$ cat src/verilog/cmq_defs.vh
// Constants for the CAN message queue block
`ifndef CMQ_DEFS_VH
`define CMQ_DEFS_VH

// ==========
// Register byte offsets
`define CMQ_REG_CTRL      8'h00
`define CMQ_REG_STATUS    8'h04
`define CMQ_REG_RESULT    8'h08
`define CMQ_REG_ACC_CODE  8'h0C
`define CMQ_REG_ACC_MASK  8'h10
`define CMQ_REG_TIMING    8'h14
`define CMQ_REG_TX_ID     8'h18
`define CMQ_REG_TX_LEN    8'h1C
`define CMQ_REG_TX_DLO    8'h20
`define CMQ_REG_TX_DHI    8'h24
`define CMQ_REG_CYC_PER   8'h28
`define CMQ_REG_CYC_HDL   8'h2C
`define CMQ_REG_RX_ID     8'h30
`define CMQ_REG_RX_LEN    8'h34
`define CMQ_REG_RX_DLO    8'h38
`define CMQ_REG_RX_DHI    8'h3C
`define CMQ_REG_STAMP_HI  8'h40
`define CMQ_REG_STAMP_LO  8'h44

// ==========
// Command bits in the control register
`define CMQ_CMD_ACTIVATE  0
`define CMQ_CMD_DEACT     1
`define CMQ_CMD_CLR_OVR   2
`define CMQ_CMD_FLUSH_TX  3
`define CMQ_CMD_FLUSH_RX  4
`define CMQ_CMD_TX_PUSH   5
`define CMQ_CMD_RX_POP    6
`define CMQ_CMD_CYC_ADD   7
`define CMQ_CMD_CYC_DEL   8
`define CMQ_CMD_CYC_EN    9
`define CMQ_CMD_CYC_DIS   10
`define CMQ_CMD_CYC_RST   11

// ==========
// Frame layout: {ext, id[28:0], rtr, len[3:0], data[63:0]}
`define CMQ_FRM_W         99
`define CMQ_FRM_EXT       98
`define CMQ_FRM_ID_HI     97
`define CMQ_FRM_ID_LO     69
`define CMQ_FRM_RTR       68
`define CMQ_FRM_LEN_HI    67
`define CMQ_FRM_LEN_LO    64
`define CMQ_MAX_LEN       4'h8

// ==========
// Sizes, reset values and timing
`define CMQ_QDEPTH        4
`define CMQ_QCNT_FULL     3'h4
`define CMQ_SLOTS         5
`define CMQ_MIN_PERIOD    16'h0005
`define CMQ_CLK_NS        100
`define CMQ_TICK_NS       100000
`define CMQ_TICK_CYC      (`CMQ_TICK_NS / `CMQ_CLK_NS)
`define CMQ_RST_TIMING    8'h00
`define CMQ_RST_ACC_CODE  32'h0000_0000
`define CMQ_RST_ACC_MASK  32'hFFFF_FFFF

`endif

$ cat src/verilog/cmq_prio.v
// Lowest-index-first picker over five slot requests
`timescale 1ns/100ps

module cmq_prio (
  // Requests
  input  wire [4:0] req,
  // Result
  output reg        any,
  output reg  [2:0] idx
);

  integer i;

  always @* begin
    any = 1'b0;
    idx = 3'h0;
    for (i = 4; i >= 0; i = i - 1) begin
      if (req[i]) begin
        any = 1'b1;
        idx = i[2:0];
      end
    end
  end

endmodule

$ cat src/verilog/cmq_stamp.v
// Receive timestamp counter in 0.1 ms units
`timescale 1ns/100ps
`include "cmq_defs.vh"

module cmq_stamp (
  // Clock and reset
  input  wire        ref_clk,
  input  wire        sys_rst,
  // Time base
  output reg         tick_q,
  output reg  [63:0] stamp_q
);

  reg [15:0] pre_q;

  always @(posedge ref_clk or posedge sys_rst) begin
    if (sys_rst) begin
      pre_q   <= 16'h0000;
      tick_q  <= 1'b0;
      stamp_q <= 64'h0;
    end else if (pre_q == `CMQ_TICK_CYC - 1) begin
      pre_q   <= 16'h0000;
      tick_q  <= 1'b1;
      stamp_q <= stamp_q + 64'h1;
    end else begin
      pre_q  <= pre_q + 16'h0001;
      tick_q <= 1'b0;
    end
  end

endmodule

$ cat src/verilog/cmq_top.v
// CAN message queue front end with cyclic transmit engine
// Summary of operation
// - Status bit 7 shows bus-off, 1 while off, 0 while on.
// - Status bit 6 is 1 while any error condition is present.
// - Status bit 5 shows transmitting, bit 4 shows receiving.
// - Bit 3 shows last transmission complete; bit 2 shows buffer released.
// - Status bit 1 sets on hardware receive buffer overrun.
// - Status bit 0 shows a message waiting in hardware receive buffer.
// - Clear-overrun command resets the overrun indication.
// - Requests carry format flag, identifier, remote flag, length up to 8.
// - Requests queue and go out when bus idle; full queue refuses.
// - Flush command empties transmit queue and clears full.
// - Every received frame gets a 64-bit stamp in 0.1 ms units.
// - Received frames deliver format, identifier, remote flag, length, data.
// - Receive-queue-full stays flagged until receive flush.
// - Receive count readable anytime; receive flush zeroes it.
// - Up to five cyclic slots; add stores frame, period, returns handle.
// - Among due cyclic entries the lowest handle goes first.
// - Add refused with config error when full or period below 5.
// - Delete or enable with unknown handle gives handle error.
// - Enabled cyclic entry transmits once per elapsed period.
// - Deactivate stops transmit, receive and controller interrupts.
// - Identifier admitted when all unmasked bits match the code.
//
// Implementation choices: the address map and the Wishbone interface to the registers.
`timescale 1ns/100ps
`include "cmq_defs.vh"

module cmq_top (
  // Clock and reset
  input  wire        ref_clk,
  input  wire        sys_rst,
  // Wishbone slave
  input  wire        wb_cyc_i,
  input  wire        wb_stb_i,
  input  wire        wb_we_i,
  input  wire [7:0]  wb_adr_i,
  input  wire [3:0]  wb_sel_i,
  input  wire [31:0] wb_dat_i,
  output reg  [31:0] wb_dat_o,
  output reg         wb_ack_o,
  // Protocol controller status
  input  wire        ctl_bus_off,
  input  wire        ctl_error,
  input  wire        ctl_tx_busy,
  input  wire        ctl_rx_busy,
  input  wire        ctl_overrun,
  input  wire        ctl_rx_avail,
  // Protocol controller set-up
  output reg         controller_active,
  output reg  [7:0]  bit_timing_lo,
  output reg  [7:0]  bit_timing_hi,
  // Transmit frame towards controller
  output reg         tx_req,
  output reg         tx_ext,
  output reg  [28:0] tx_frame_identifier,
  output reg         tx_rtr,
  output reg  [3:0]  tx_payload_length,
  output reg  [63:0] tx_data,
  input  wire        ctl_tx_ack,
  input  wire        ctl_tx_done,
  // Received frame from controller
  input  wire        ctl_rx_valid,
  input  wire        rx_ext,
  input  wire [28:0] rx_frame_identifier,
  input  wire        rx_rtr,
  input  wire [3:0]  rx_payload_length,
  input  wire [63:0] rx_data
);

  // ==========
  // Register state
  reg [31:0] accept_code_q;
  reg [31:0] accept_mask_q;
  reg [30:0] stg_id_q;
  reg [3:0]  stg_len_q;
  reg [63:0] stg_dlo_hi_q;
  reg [15:0] cyclic_period_q;
  reg [2:0]  cyc_hdl_q;
  reg [2:0]  last_hdl_q;
  reg        tx_full_q;
  reg        cfg_err_q;
  reg        hdl_err_q;
  reg        rx_qfull_q;
  reg        overrun_q;
  reg        tx_done_q;
  reg [7:0]  status_q;
  reg [31:0] rd_d;

  wire        wb_req = wb_cyc_i & wb_stb_i & ~wb_ack_o;
  wire        wr_ok  = wb_req & wb_we_i;
  wire [11:0] cmd    = (wr_ok && wb_adr_i == `CMQ_REG_CTRL) ? wb_dat_i[11:0] : 12'h000;
  wire        flush_tx_queue = cmd[`CMQ_CMD_FLUSH_TX];
  wire        flush_rx_queue = cmd[`CMQ_CMD_FLUSH_RX];
  wire        clear_overrun  = cmd[`CMQ_CMD_CLR_OVR];

  // ==========
  // Time base and staged frame
  wire        tick;
  wire [63:0] stamp;

  cmq_stamp u_stamp (
    .ref_clk (ref_clk),
    .sys_rst (sys_rst),
    .tick_q  (tick),
    .stamp_q (stamp)
  );

  // Length above 8 is clamped
  wire [3:0] stg_len = (stg_len_q > `CMQ_MAX_LEN) ? `CMQ_MAX_LEN : stg_len_q;
  wire [`CMQ_FRM_W-1:0] stg_frm = {stg_id_q[30], stg_id_q[28:0], stg_id_q[29],
                                   stg_len, stg_dlo_hi_q};

  // ==========
  // Cyclic slots
  reg  [4:0]            slot_used_q;
  reg  [4:0]            slot_en_q;
  reg  [4:0]            slot_due_q;
  reg  [15:0]           slot_per_q [0:4];
  reg  [15:0]           slot_cnt_q [0:4];
  reg  [`CMQ_FRM_W-1:0] slot_frm_q [0:4];

  wire       free_any;
  wire [2:0] free_idx;
  wire       due_any;
  wire [2:0] due_idx;

  cmq_prio u_free (
    .req (~slot_used_q),
    .any (free_any),
    .idx (free_idx)
  );

  cmq_prio u_due (
    .req (slot_due_q),
    .any (due_any),
    .idx (due_idx)
  );

  wire hdl_ok  = (cyc_hdl_q < 3'h5) && slot_used_q[cyc_hdl_q];
  wire cyc_add = cmd[`CMQ_CMD_CYC_ADD];
  wire add_ok  = cyc_add & free_any & (cyclic_period_q >= `CMQ_MIN_PERIOD);
  wire hdl_cmd = cmd[`CMQ_CMD_CYC_DEL] | cmd[`CMQ_CMD_CYC_EN] | cmd[`CMQ_CMD_CYC_DIS];

  // ==========
  // Transmit queue
  reg [`CMQ_FRM_W-1:0] txq_q [0:`CMQ_QDEPTH-1];
  reg [1:0]            txq_wp_q;
  reg [1:0]            txq_rp_q;
  reg [2:0]            txq_cnt_q;

  wire txq_full = (txq_cnt_q == `CMQ_QCNT_FULL);
  wire tx_push  = cmd[`CMQ_CMD_TX_PUSH] & ~txq_full & ~flush_tx_queue;
  wire tx_start = controller_active & ~tx_req & ~ctl_tx_busy & ~flush_tx_queue &
                  (due_any | (txq_cnt_q != 3'h0));
  wire take_cyc = tx_start & due_any;
  wire take_q   = tx_start & ~due_any;
  wire [`CMQ_FRM_W-1:0] start_frm = due_any ? slot_frm_q[due_idx] : txq_q[txq_rp_q];

  genvar g;
  generate
    for (g = 0; g < `CMQ_SLOTS; g = g + 1) begin : g_slot
      wire hit = (cyc_hdl_q == g) & hdl_ok;
      always @(posedge ref_clk or posedge sys_rst) begin
        if (sys_rst) begin
          slot_used_q[g] <= 1'b0;
          slot_en_q[g]   <= 1'b0;
          slot_due_q[g]  <= 1'b0;
          slot_per_q[g]  <= 16'h0000;
          slot_cnt_q[g]  <= 16'h0000;
          slot_frm_q[g]  <= {`CMQ_FRM_W{1'b0}};
        end else if (cmd[`CMQ_CMD_CYC_RST] | (cmd[`CMQ_CMD_CYC_DEL] & hit)) begin
          slot_used_q[g] <= 1'b0;
          slot_en_q[g]   <= 1'b0;
          slot_due_q[g]  <= 1'b0;
        end else if (add_ok && free_idx == g) begin
          slot_used_q[g] <= 1'b1;
          slot_en_q[g]   <= 1'b0;
          slot_due_q[g]  <= 1'b0;
          slot_per_q[g]  <= cyclic_period_q;
          slot_cnt_q[g]  <= cyclic_period_q;
          slot_frm_q[g]  <= stg_frm;
        end else begin
          if (cmd[`CMQ_CMD_CYC_EN] & hit) begin
            slot_en_q[g]  <= 1'b1;
            slot_cnt_q[g] <= slot_per_q[g];
          end else if (cmd[`CMQ_CMD_CYC_DIS] & hit) begin
            slot_en_q[g] <= 1'b0;
          end else if (slot_en_q[g] & tick) begin
            if (slot_cnt_q[g] <= 16'h0001) begin
              slot_cnt_q[g] <= slot_per_q[g];
            end else begin
              slot_cnt_q[g] <= slot_cnt_q[g] - 16'h0001;
            end
          end
          // New due event wins over the take
          if (slot_en_q[g] & tick & (slot_cnt_q[g] <= 16'h0001)) begin
            slot_due_q[g] <= 1'b1;
          end else if (~slot_en_q[g] | (take_cyc && due_idx == g)) begin
            slot_due_q[g] <= 1'b0;
          end
        end
      end
    end
  endgenerate

  // ==========
  // Transmit queue and request
  always @(posedge ref_clk or posedge sys_rst) begin
    if (sys_rst) begin
      txq_wp_q            <= 2'h0;
      txq_rp_q            <= 2'h0;
      txq_cnt_q           <= 3'h0;
      tx_req              <= 1'b0;
      tx_ext              <= 1'b0;
      tx_frame_identifier <= 29'h0;
      tx_rtr              <= 1'b0;
      tx_payload_length   <= 4'h0;
      tx_data             <= 64'h0;
    end else begin
      if (flush_tx_queue) begin
        txq_wp_q  <= 2'h0;
        txq_rp_q  <= 2'h0;
        txq_cnt_q <= 3'h0;
      end else begin
        if (tx_push) begin
          txq_q[txq_wp_q] <= stg_frm;
          txq_wp_q        <= txq_wp_q + 2'h1;
        end
        if (take_q) begin
          txq_rp_q <= txq_rp_q + 2'h1;
        end
        txq_cnt_q <= txq_cnt_q + {2'h0, tx_push} - {2'h0, take_q};
      end
      if (tx_start) begin
        tx_req              <= 1'b1;
        tx_ext              <= start_frm[`CMQ_FRM_EXT];
        tx_frame_identifier <= start_frm[`CMQ_FRM_ID_HI:`CMQ_FRM_ID_LO];
        tx_rtr              <= start_frm[`CMQ_FRM_RTR];
        tx_payload_length   <= start_frm[`CMQ_FRM_LEN_HI:`CMQ_FRM_LEN_LO];
        tx_data             <= start_frm[63:0];
      end else if (ctl_tx_ack | ~controller_active) begin
        tx_req <= 1'b0;
      end
    end
  end

  // ==========
  // Receive filter and queue
  reg [`CMQ_FRM_W-1:0] rxq_q   [0:`CMQ_QDEPTH-1];
  reg [63:0]           rxq_ts_q [0:`CMQ_QDEPTH-1];
  reg [1:0]            rxq_wp_q;
  reg [1:0]            rxq_rp_q;
  reg [2:0]            rxq_cnt_q;

  wire rx_match = (((rx_frame_identifier ^ accept_code_q[28:0]) &
                    ~accept_mask_q[28:0]) == 29'h0);
  wire rx_in    = ctl_rx_valid & controller_active & rx_match & ~flush_rx_queue;
  wire rx_push  = rx_in & (rxq_cnt_q != `CMQ_QCNT_FULL);
  wire rx_pop   = cmd[`CMQ_CMD_RX_POP] & (rxq_cnt_q != 3'h0) & ~flush_rx_queue;
  wire [`CMQ_FRM_W-1:0] rx_head = rxq_q[rxq_rp_q];
  wire [63:0]           ts_head = rxq_ts_q[rxq_rp_q];

  always @(posedge ref_clk or posedge sys_rst) begin
    if (sys_rst) begin
      rxq_wp_q   <= 2'h0;
      rxq_rp_q   <= 2'h0;
      rxq_cnt_q  <= 3'h0;
      rx_qfull_q <= 1'b0;
    end else begin
      if (flush_rx_queue) begin
        rxq_wp_q  <= 2'h0;
        rxq_rp_q  <= 2'h0;
        rxq_cnt_q <= 3'h0;
      end else begin
        if (rx_push) begin
          rxq_q[rxq_wp_q]    <= {rx_ext, rx_frame_identifier, rx_rtr,
                                 rx_payload_length, rx_data};
          rxq_ts_q[rxq_wp_q] <= stamp;
          rxq_wp_q           <= rxq_wp_q + 2'h1;
        end
        if (rx_pop) begin
          rxq_rp_q <= rxq_rp_q + 2'h1;
        end
        rxq_cnt_q <= rxq_cnt_q + {2'h0, rx_push} - {2'h0, rx_pop};
      end
      // Flush wins: a frame arriving in the flush cycle is dropped unflagged
      if (rx_in & ~rx_push) begin
        rx_qfull_q <= 1'b1;
      end else if (flush_rx_queue) begin
        rx_qfull_q <= 1'b0;
      end
    end
  end

  // ==========
  // Control, flags and controller status
  always @(posedge ref_clk or posedge sys_rst) begin
    if (sys_rst) begin
      controller_active <= 1'b0;
      bit_timing_lo     <= `CMQ_RST_TIMING;
      bit_timing_hi     <= 8'h00;
      accept_code_q     <= `CMQ_RST_ACC_CODE;
      accept_mask_q     <= `CMQ_RST_ACC_MASK;
      stg_id_q          <= 31'h0;
      stg_len_q         <= 4'h0;
      stg_dlo_hi_q      <= 64'h0;
      cyclic_period_q   <= 16'h0000;
      cyc_hdl_q         <= 3'h0;
      last_hdl_q        <= 3'h0;
      tx_full_q         <= 1'b0;
      cfg_err_q         <= 1'b0;
      hdl_err_q         <= 1'b0;
      overrun_q         <= 1'b0;
      tx_done_q         <= 1'b0;
      status_q          <= 8'h00;
    end else begin
      if (cmd[`CMQ_CMD_DEACT]) begin
        controller_active <= 1'b0;
      end else if (cmd[`CMQ_CMD_ACTIVATE]) begin
        controller_active <= 1'b1;
      end
      if (wr_ok) begin
        case (wb_adr_i)
          `CMQ_REG_ACC_CODE: accept_code_q <= wb_dat_i;
          `CMQ_REG_ACC_MASK: accept_mask_q <= wb_dat_i;
          `CMQ_REG_TIMING: begin
            bit_timing_lo <= wb_dat_i[7:0];
            bit_timing_hi <= wb_dat_i[15:8];
          end
          `CMQ_REG_TX_ID:   stg_id_q              <= wb_dat_i[30:0];
          `CMQ_REG_TX_LEN:  stg_len_q             <= wb_dat_i[3:0];
          `CMQ_REG_TX_DLO:  stg_dlo_hi_q[31:0]    <= wb_dat_i;
          `CMQ_REG_TX_DHI:  stg_dlo_hi_q[63:32]   <= wb_dat_i;
          `CMQ_REG_CYC_PER: cyclic_period_q       <= wb_dat_i[15:0];
          `CMQ_REG_CYC_HDL: cyc_hdl_q             <= wb_dat_i[2:0];
          default: ;
        endcase
      end
      // Result flags reflect the latest command of their kind
      if (cmd[`CMQ_CMD_TX_PUSH] | flush_tx_queue) begin
        tx_full_q <= cmd[`CMQ_CMD_TX_PUSH] & txq_full & ~flush_tx_queue;
      end
      if (cyc_add) begin
        cfg_err_q <= ~add_ok;
      end
      if (add_ok) begin
        last_hdl_q <= free_idx;
      end
      if (hdl_cmd) begin
        hdl_err_q <= ~hdl_ok;
      end
      // Overrun event wins over the clear
      if (ctl_overrun) begin
        overrun_q <= 1'b1;
      end else if (clear_overrun) begin
        overrun_q <= 1'b0;
      end
      if (ctl_tx_done) begin
        tx_done_q <= 1'b1;
      end else if (tx_start) begin
        tx_done_q <= 1'b0;
      end
      status_q <= {ctl_bus_off, ctl_error, ctl_tx_busy, ctl_rx_busy,
                   tx_done_q, ~tx_req, overrun_q, ctl_rx_avail};
    end
  end

  // ==========
  // Wishbone read mux and acknowledge
  always @* begin
    case (wb_adr_i)
      `CMQ_REG_CTRL:     rd_d = {31'h0, controller_active};
      `CMQ_REG_STATUS:   rd_d = {24'h0, status_q};
      `CMQ_REG_RESULT:   rd_d = {19'h0, (rxq_cnt_q == 3'h0), 1'b0, rxq_cnt_q,
                                 1'b0, last_hdl_q, rx_qfull_q, hdl_err_q,
                                 cfg_err_q, tx_full_q};
      `CMQ_REG_ACC_CODE: rd_d = accept_code_q;
      `CMQ_REG_ACC_MASK: rd_d = accept_mask_q;
      `CMQ_REG_TIMING:   rd_d = {16'h0000, bit_timing_hi, bit_timing_lo};
      `CMQ_REG_TX_ID:    rd_d = {1'b0, stg_id_q};
      `CMQ_REG_TX_LEN:   rd_d = {28'h0, stg_len_q};
      `CMQ_REG_TX_DLO:   rd_d = stg_dlo_hi_q[31:0];
      `CMQ_REG_TX_DHI:   rd_d = stg_dlo_hi_q[63:32];
      `CMQ_REG_CYC_PER:  rd_d = {16'h0000, cyclic_period_q};
      `CMQ_REG_CYC_HDL:  rd_d = {29'h0, cyc_hdl_q};
      `CMQ_REG_RX_ID:    rd_d = {1'b0, rx_head[`CMQ_FRM_EXT], rx_head[`CMQ_FRM_RTR],
                                 rx_head[`CMQ_FRM_ID_HI:`CMQ_FRM_ID_LO]};
      `CMQ_REG_RX_LEN:   rd_d = {28'h0, rx_head[`CMQ_FRM_LEN_HI:`CMQ_FRM_LEN_LO]};
      `CMQ_REG_RX_DLO:   rd_d = rx_head[31:0];
      `CMQ_REG_RX_DHI:   rd_d = rx_head[63:32];
      `CMQ_REG_STAMP_HI: rd_d = ts_head[63:32];
      `CMQ_REG_STAMP_LO: rd_d = ts_head[31:0];
      default:           rd_d = 32'h0;
    endcase
  end

  always @(posedge ref_clk or posedge sys_rst) begin
    if (sys_rst) begin
      wb_ack_o <= 1'b0;
      wb_dat_o <= 32'h0;
    end else begin
      wb_ack_o <= wb_req;
      if (wb_req & ~wb_we_i) begin
        wb_dat_o <= rd_d;
      end
    end
  end

endmodule
$ cat config.mk
export PLATFORM = sky130hd
export DESIGN_NAME = cmq_top
export DESIGN_NICKNAME = d
export VERILOG_FILES = /design/src/verilog/cmq_prio.v /design/src/verilog/cmq_stamp.v /design/src/verilog/cmq_top.v
export VERILOG_INCLUDE_DIRS = /design/src /design/src/verilog
export SDC_FILE = /design/constraint.sdc
export NUM_CORES = 2
export LEC_CHECK = 0
export BUFFER_PORTS_ARGS = -buffer_cell sky130_fd_sc_hd__buf_2
export CELL_PAD_IN_SITES_DETAIL_PLACEMENT = 0
export CELL_PAD_IN_SITES_GLOBAL_PLACEMENT = 1
export CORE_AREA = 10 10 370 641
export CTS_BUF_LIST = sky130_fd_sc_hd__clkbuf_8
export DETAILED_ROUTE_END_ITERATION = 8
export DIE_AREA = 0 0 380 651
export GPL_TIMING_DRIVEN = 0
export PLACE_DENSITY = 0.75
export SYNTH_ARGS = -nofsm -noshare
export SYNTH_HDL_FRONTEND = slang
export SYNTH_HIERARCHICAL = 1
export SYNTH_SLANG_ARGS = --single-unit
$ cat constraint.sdc
create_clock -name ref_clk -period 39.3 [get_ports ref_clk]
set_input_delay 3.93 -clock ref_clk [delete_from_list [all_inputs] [get_ports ref_clk]]
set_output_delay 3.93 -clock ref_clk [all_outputs]
set_load 0.01 [all_outputs]
Yosys cells after proc, flatten, opt, wreduce, memory -nomap -nowiden
Memories as Yosys holds them, arrays and structs flattened.
Index checks and enable logic that the tools add are counted.
- register bits: 1114
- memory bits (writable): 1048
- bits of input ports: 157
- output and inout bits: 150
- word-level logic and storage cells: 429
- memories kept: 3
- memories (memory ; words ; bits a word ; read ports ; clocked after Yosys merged registers in ; write ports ; RTL line ; source):
    rxq_q ; 4 ; 99 ; 1 ; 0 ; 1 ; cmq_top.v:250 ; reg [`CMQ_FRM_W-1:0] rxq_q [0:`CMQ_QDEPTH-1];
    txq_q ; 4 ; 99 ; 1 ; 0 ; 1 ; cmq_top.v:147 ; reg [`CMQ_FRM_W-1:0] txq_q [0:`CMQ_QDEPTH-1];
    rxq_ts_q ; 4 ; 64 ; 1 ; 0 ; 1 ; cmq_top.v:251 ; reg [63:0] rxq_ts_q [0:`CMQ_QDEPTH-1];
- add/sub/neg operators: 15
- order comparisons: 10
- eq/ne operators: 37
- multiplexer cells: 132
- bitwise logic cells: 95
- reduce and logical (&&, ||, !) cells: 71
- operators with widths (kind ; number):
    $pmux W32 S18 ; 1
    $mux W16 ; 26
    $bmux W99 S3 ; 1
    $mux W99 ; 3
    $le A16 B1 Y1 const B ; 5
    $sub A16 B1 Y16 const B ; 5
    $mux W1 ; 78
    $add A64 B1 Y64 const B ; 1
    $eq A8 B6 Y1 const B ; 8
    $and A1 B1 Y1 ; 53
    $reduce_bool A4 Y1 ; 10
    $mux W3 ; 12
    $eq A8 B5 Y1 const B ; 4
    $and A29 B29 Y29 ; 1
    $logic_not A29 Y1 ; 1
    $not A29 Y29 ; 1
    $xor A29 B29 Y29 ; 1
    $reduce_and A2 Y1 ; 14
    $reduce_bool A2 Y1 ; 14
    $not A1 Y1 ; 22
    $reduce_bool A3 Y1 ; 7
    $eq A3 B2 Y1 const B ; 6
    $ne A3 B3 Y1 const B ; 6
    $add A16 B1 Y16 const B ; 1
    other kinds (26) ; 79

Depth between registers and ports, before layout
- word-level depth: 15
- gate-level depth with buffers: 15
- gate-level depth less buffers: 14

By module
Netlist, hierarchy kept.
- by module, submodules not included (module ; times used ; cells each ; area an instance (sq um) ; sequential area each (sq um)):
    cmq_top ; 1 ; 6049 ; 85936.2 ; 57360.0
    cmq_stamp ; 1 ; 362 ; 3836.2 ; 2026.9
    cmq_prio ; 2 ; 8 ; 48.8 ; 0.0

Worst setup path before layout
OpenSTA, ideal clock, no wires.
- path kind: in2reg
- start: input port wb_we_i
- end: memory rxq_q[0][0] (netlist bit) (enable)
- library setup time: 543 ps
- arrival time: 8900 ps
- required time: 38757 ps
- slack: 29857 ps
- stages: 7
- path buffers: 2
- path through: and4b_1 -> buf_2 -> buf_1 -> and3_1 -> and2_1 -> nor4_1 -> and2_1
- word-level cells in the longest chain between the ends: 10
- RTL lines (what ; RTL line ; source):
    start, declared ; cmq_top.v:36 ; input wire wb_we_i,
    $and A1 B1 Y1 * ; cmq_top.v:91 ; wire wr_ok = wb_req & wb_we_i;
    $logic_and A1 B1 Y1 (no line) * ; n/a ;
    $mux W12 * ; cmq_top.v:92 ; wire [11:0] cmd = (wr_ok && wb_adr_i == `CMQ_REG_CTRL) ? wb_dat_i[11:0] : 12'h000;
    $not A1 Y1 ; cmq_top.v:258 ; wire rx_in = ctl_rx_valid & controller_active & rx_match & ~flush_rx_queue;
    $and A1 B1 Y1 ; cmq_top.v:258 ;
    $and A1 B1 Y1 ; cmq_top.v:259 ; wire rx_push = rx_in & (rxq_cnt_q != `CMQ_QCNT_FULL);
    $mux W1 ; cmq_top.v:276 ; if (rx_push) begin
    $mux W1 * ; cmq_top.v:271 ; if (flush_rx_queue) begin
    $logic_and A1 B1 Y1 (implied by the code) * ; cmq_top.v:277 ; rxq_q[rxq_wp_q] <= {rx_ext, rx_frame_identifier, rx_rtr,
    $mux W1 (implied by the code) * ; cmq_top.v:277 ;
    end, declared ; cmq_top.v:250 ;
Mark *: on every way between the ends. The rest lies on a longest branch, timed or not.

Worst setup path in the final report
- start: input port rx_frame_identifier[3]
- end: memory rxq_q[0][54] (netlist bit) (enable)
- word-level cells in the longest chain between the ends: 10
- RTL lines (what ; RTL line ; source):
    start, declared ; cmq_top.v:65 ; input wire [28:0] rx_frame_identifier,
    $xor A29 B29 Y29 ; cmq_top.v:256 ; wire rx_match = (((rx_frame_identifier ^ accept_code_q[28:0]) &
    $and A29 B29 Y29 ; cmq_top.v:256 ;
    $logic_not A29 Y1 ; cmq_top.v:256 ;
    $and A1 B1 Y1 (2 in series) ; cmq_top.v:258 ;
    $and A1 B1 Y1 ; cmq_top.v:259 ;
    $mux W1 ; cmq_top.v:276 ;
    $mux W1 ; cmq_top.v:271 ;
    $logic_and A1 B1 Y1 (implied by the code) ; cmq_top.v:277 ;
    $mux W1 (implied by the code) ; cmq_top.v:277 ;
No other way between the ends.

==> flow_metrics.tcl <==
set metrics [dict create \
    path_depth 10 \
    finClkSkew_ns 0.121 \
    rrSetupSlack_ns 34.06 \
    seq_area_sq_um 59400 \
    postCtsHoldBufs 0 \
    fmax_ghz 0.127 \
    violations "max-capacitance violations, max-slew violations" \
    nets 7268 \
    drtIter0Drc 5286 \
    critPathLaunchType "input port" \
    yosys_most_used_dff "dfrtp_1" \
    status "finished, violations left" \
    ys_async_sr_fraction_pct 51.5 \
    yosys-top-cells-area "edfxtp_1 35%, dfrtp_1 30%, mux4_2 9.1%" \
    cts_inserted_buffers 321 \
    fin_crit_sh_pct 20.0 \
    dr.pass1.iters 9 \
    drc_errors 0 \
    cp_max_fo 56 \
    grt_usage_pct 25.0 \
    cp-endpoint "rxq_q[0][54]" \
    fin_tns_setup_ns 0 \
    cts_tree "built" \
    port-buffer-count 296 \
    cp-end-kind "register" \
    cts-root-buf "clkbuf_8" \
    htreeDepth 5 \
    die_y_um 651 \
    worstPathCellList "buf_2 -> xnor2_1 -> o22ai_1 -> nor4_1 -> nand4_1 -> nor4_1 -> and2_4 -> buf_16 -> buf_16 -> buf_16" \
    worstReg2RegEnd "rxq_q[0][54]" \
    ir_drop_v 0.0000311 \
    setup_viol 0 \
    criticalPathCategory "in -> reg" \
    grt_pass1_vias 61118 \
    clkLatencyLatePin_ns 1.03 \
    synth_largest_area_cell "edfxtp_1" \
    io_pins 307 \
    postCtsSetupRepairBufs 0 \
    finalNonFillerCells 10408 \
    clkSinkCount 2162 \
    multi_input_area_sq_um 28700 \
    final_antenna_net_count 0 \
    hold_path.class "reg -> reg" \
    worst-path-buf-inv 4 \
    syn_inst 6427 \
    wl_per_cell_um 30.4 \
    cp.required_ns 39.92 \
    hold_viol_final 0 \
    cap_violations 2 \
    die_area_sq_um 247000 \
    n_fill_cell 20393 \
    relSlewSlack_pct -2.27 \
    leakage_uw 0.0443 \
    drv_slew 22 \
    start_util_pct 39.8 \
    critPathMostFrequentCell "buf_16" \
    syn-num-nets 6610 \
    slowest_delay_ns 0.82 \
    total_power_uw 4350 \
    layout_setup_ws_ns 31.45 \
    layout-drive-gt1-share_pct 22.2 \
    slowest_stage "nor4_1" \
    clk_path_buf_depth 4 \
    path_delay_family "simple AND/OR/NAND/NOR gates" \
    vias 58930 \
    cts_resized 0 \
    p_per_area_nw_per_um2 42.4 \
    globalplace.congestion 0.993 \
    rsz0062_at_grt "false" \
    synth.most_common_cell "nand2_1" \
    grt_max_degree 128 \
    dp_cells 9791 \
    cts.clk_slew.worst_paths_ns 0.07 \
    worst_pin_slew_ns 1.53 \
    grt_overflow_total 0 \
    antenna_found_initial 64 \
    reg2reg_depth 9 \
    dp.final_hpwl_mm 236 \
    fp.dieW_um 380 \
    place_ws_ns 30.53 \
    synth_common_cells "1538 x nand2_1, 1082 x dfrtp_1, 1048 x edfxtp_1" \
    yosys_warnings 6 \
    avgSynthCellArea_sq_um 14.0 \
    synth_top_area_share_pct 35.0 \
    synth_seq_cells 2162 \
    worstPathArrival_ns 8.47 \
    timing.rr.start "accept_code_q[3]" \
    critPathLaunch "rx_frame_identifier[3]" \
    grt_first_pass_wirelength_mm 449 \
    synthesis.area_sq_um 89900 \
    area_delta_synth_final_pct 14.1 \
    std_cell_rows 231 \
    ys_types 90 \
    synth_edf_count 1048 \
    vias_per_cell 5.66 \
    ys_seq_area_share_pct 66.1 \
    wl_mm 316 \
    design.core.area_sq_um 226000 \
    period_minus_slack_ns 7.85 \
]
-- registers in the layout, indices dropped and copies added (netlist names), 31 cells and up --
name             cells
rxq_ts_q           256
rxq_q              396
accept_code_q       32
wb_dat_o            32
slot_cnt_q          80
accept_mask_q       32
txq_q              396
stg_id_q            31
stg_dlo_hi_q        64
slot_frm_q         495
tx_data             64
slot_per_q          80
u_stamp/stamp_q     64
-- kinds of logic after synthesis --
logic type,share of synthesized area [%]
DFF,66.1
adders and majority gates,0.379
and+or+nand+nor,10.3
buffers and inverters,2.07
xor gates and xnor gates,1.70
AOI/OAI and AO/OA,5.98
muxes,13.5
-- placed cells by master (no fill, tap or decap), types with 97 or more instances in the layout --
cell	n
nand2_1	1538
dfrtp_1	1082
edfxtp_1	1048
buf_2	401
clkbuf_8	384
mux4_2	362
mux2_2	282
clkbuf_1	244
nor2_1	238
a22oi_1	186
inv_1	168
xnor2_1	103
a221o_1	100
nand3_1	97
-- stage by stage --
stage / cell area (sq um) / hold WS [ns] / utilization (%)
floorplan: 89900 / 0.354 / -
global placement: 95100 / 0.364 / 42.1
detailed placement: 96100 / 0.366 / 42.5
CTS: 102000 / 0.385 / 45.3
global route: 103000 / 0.389 / 45.4
finish: 103000 / 0.388 / 45.4
-- area by class of cell --
type                    count  share of cell area, %
diodes                     34                 0.0829
plain buffers             400                   1.62
clock buffers             384                   5.15
clock inverters           199                   1.07
inverters                  57                  0.218
multi-input cells        3808                   28.0
flip-flops and latches   2162                   57.9
well taps                3029                   3.69
repair buffers            335                   2.31
-- worst reg2reg max path, stage by stage (launching register included) --
cell and delay [ns]:
dfrtp_1 0.41, xnor2_1 0.76, o22ai_1 0.19, nor4_1 0.32, nand4_1 0.58, nor4_1 0.83
and2_4 0.64, buf_16 0.35, buf_16 0.28, buf_16 0.40
-- worst min path at each step --
stage / depth (start not counted) / from / endpoint
2_1_floorplan: 0 / overrun_q / status_q[1]
3_3_place_gp: 0 / tx_done_q / status_q[3]
3_5_place_dp: 0 / tx_done_q / status_q[3]
4_1_cts: 0 / overrun_q / status_q[1]
5_1_grt: 0 / tx_done_q / status_q[3]
6_report: 0 / overrun_q / status_q[1]
-- power breakdown --
part / total (uW) / switching, uW / internal, uW
clock network: 1840 / 895 / 944
logic: 133 / 95.9 / 36.8
registers: 2380 / 11.8 / 2370
-- metal layers --
metal	share of wire, %	vias to the layer above	track usage (%)
li1	-	25119	-
met1	34	30308	26.9
met2	50	2648	42.8
met3	7.8	825	6.03
met4	8.7	30	18.6
met5	0.059	-	0
Note: power is estimated with default switching activity, not from simulation.
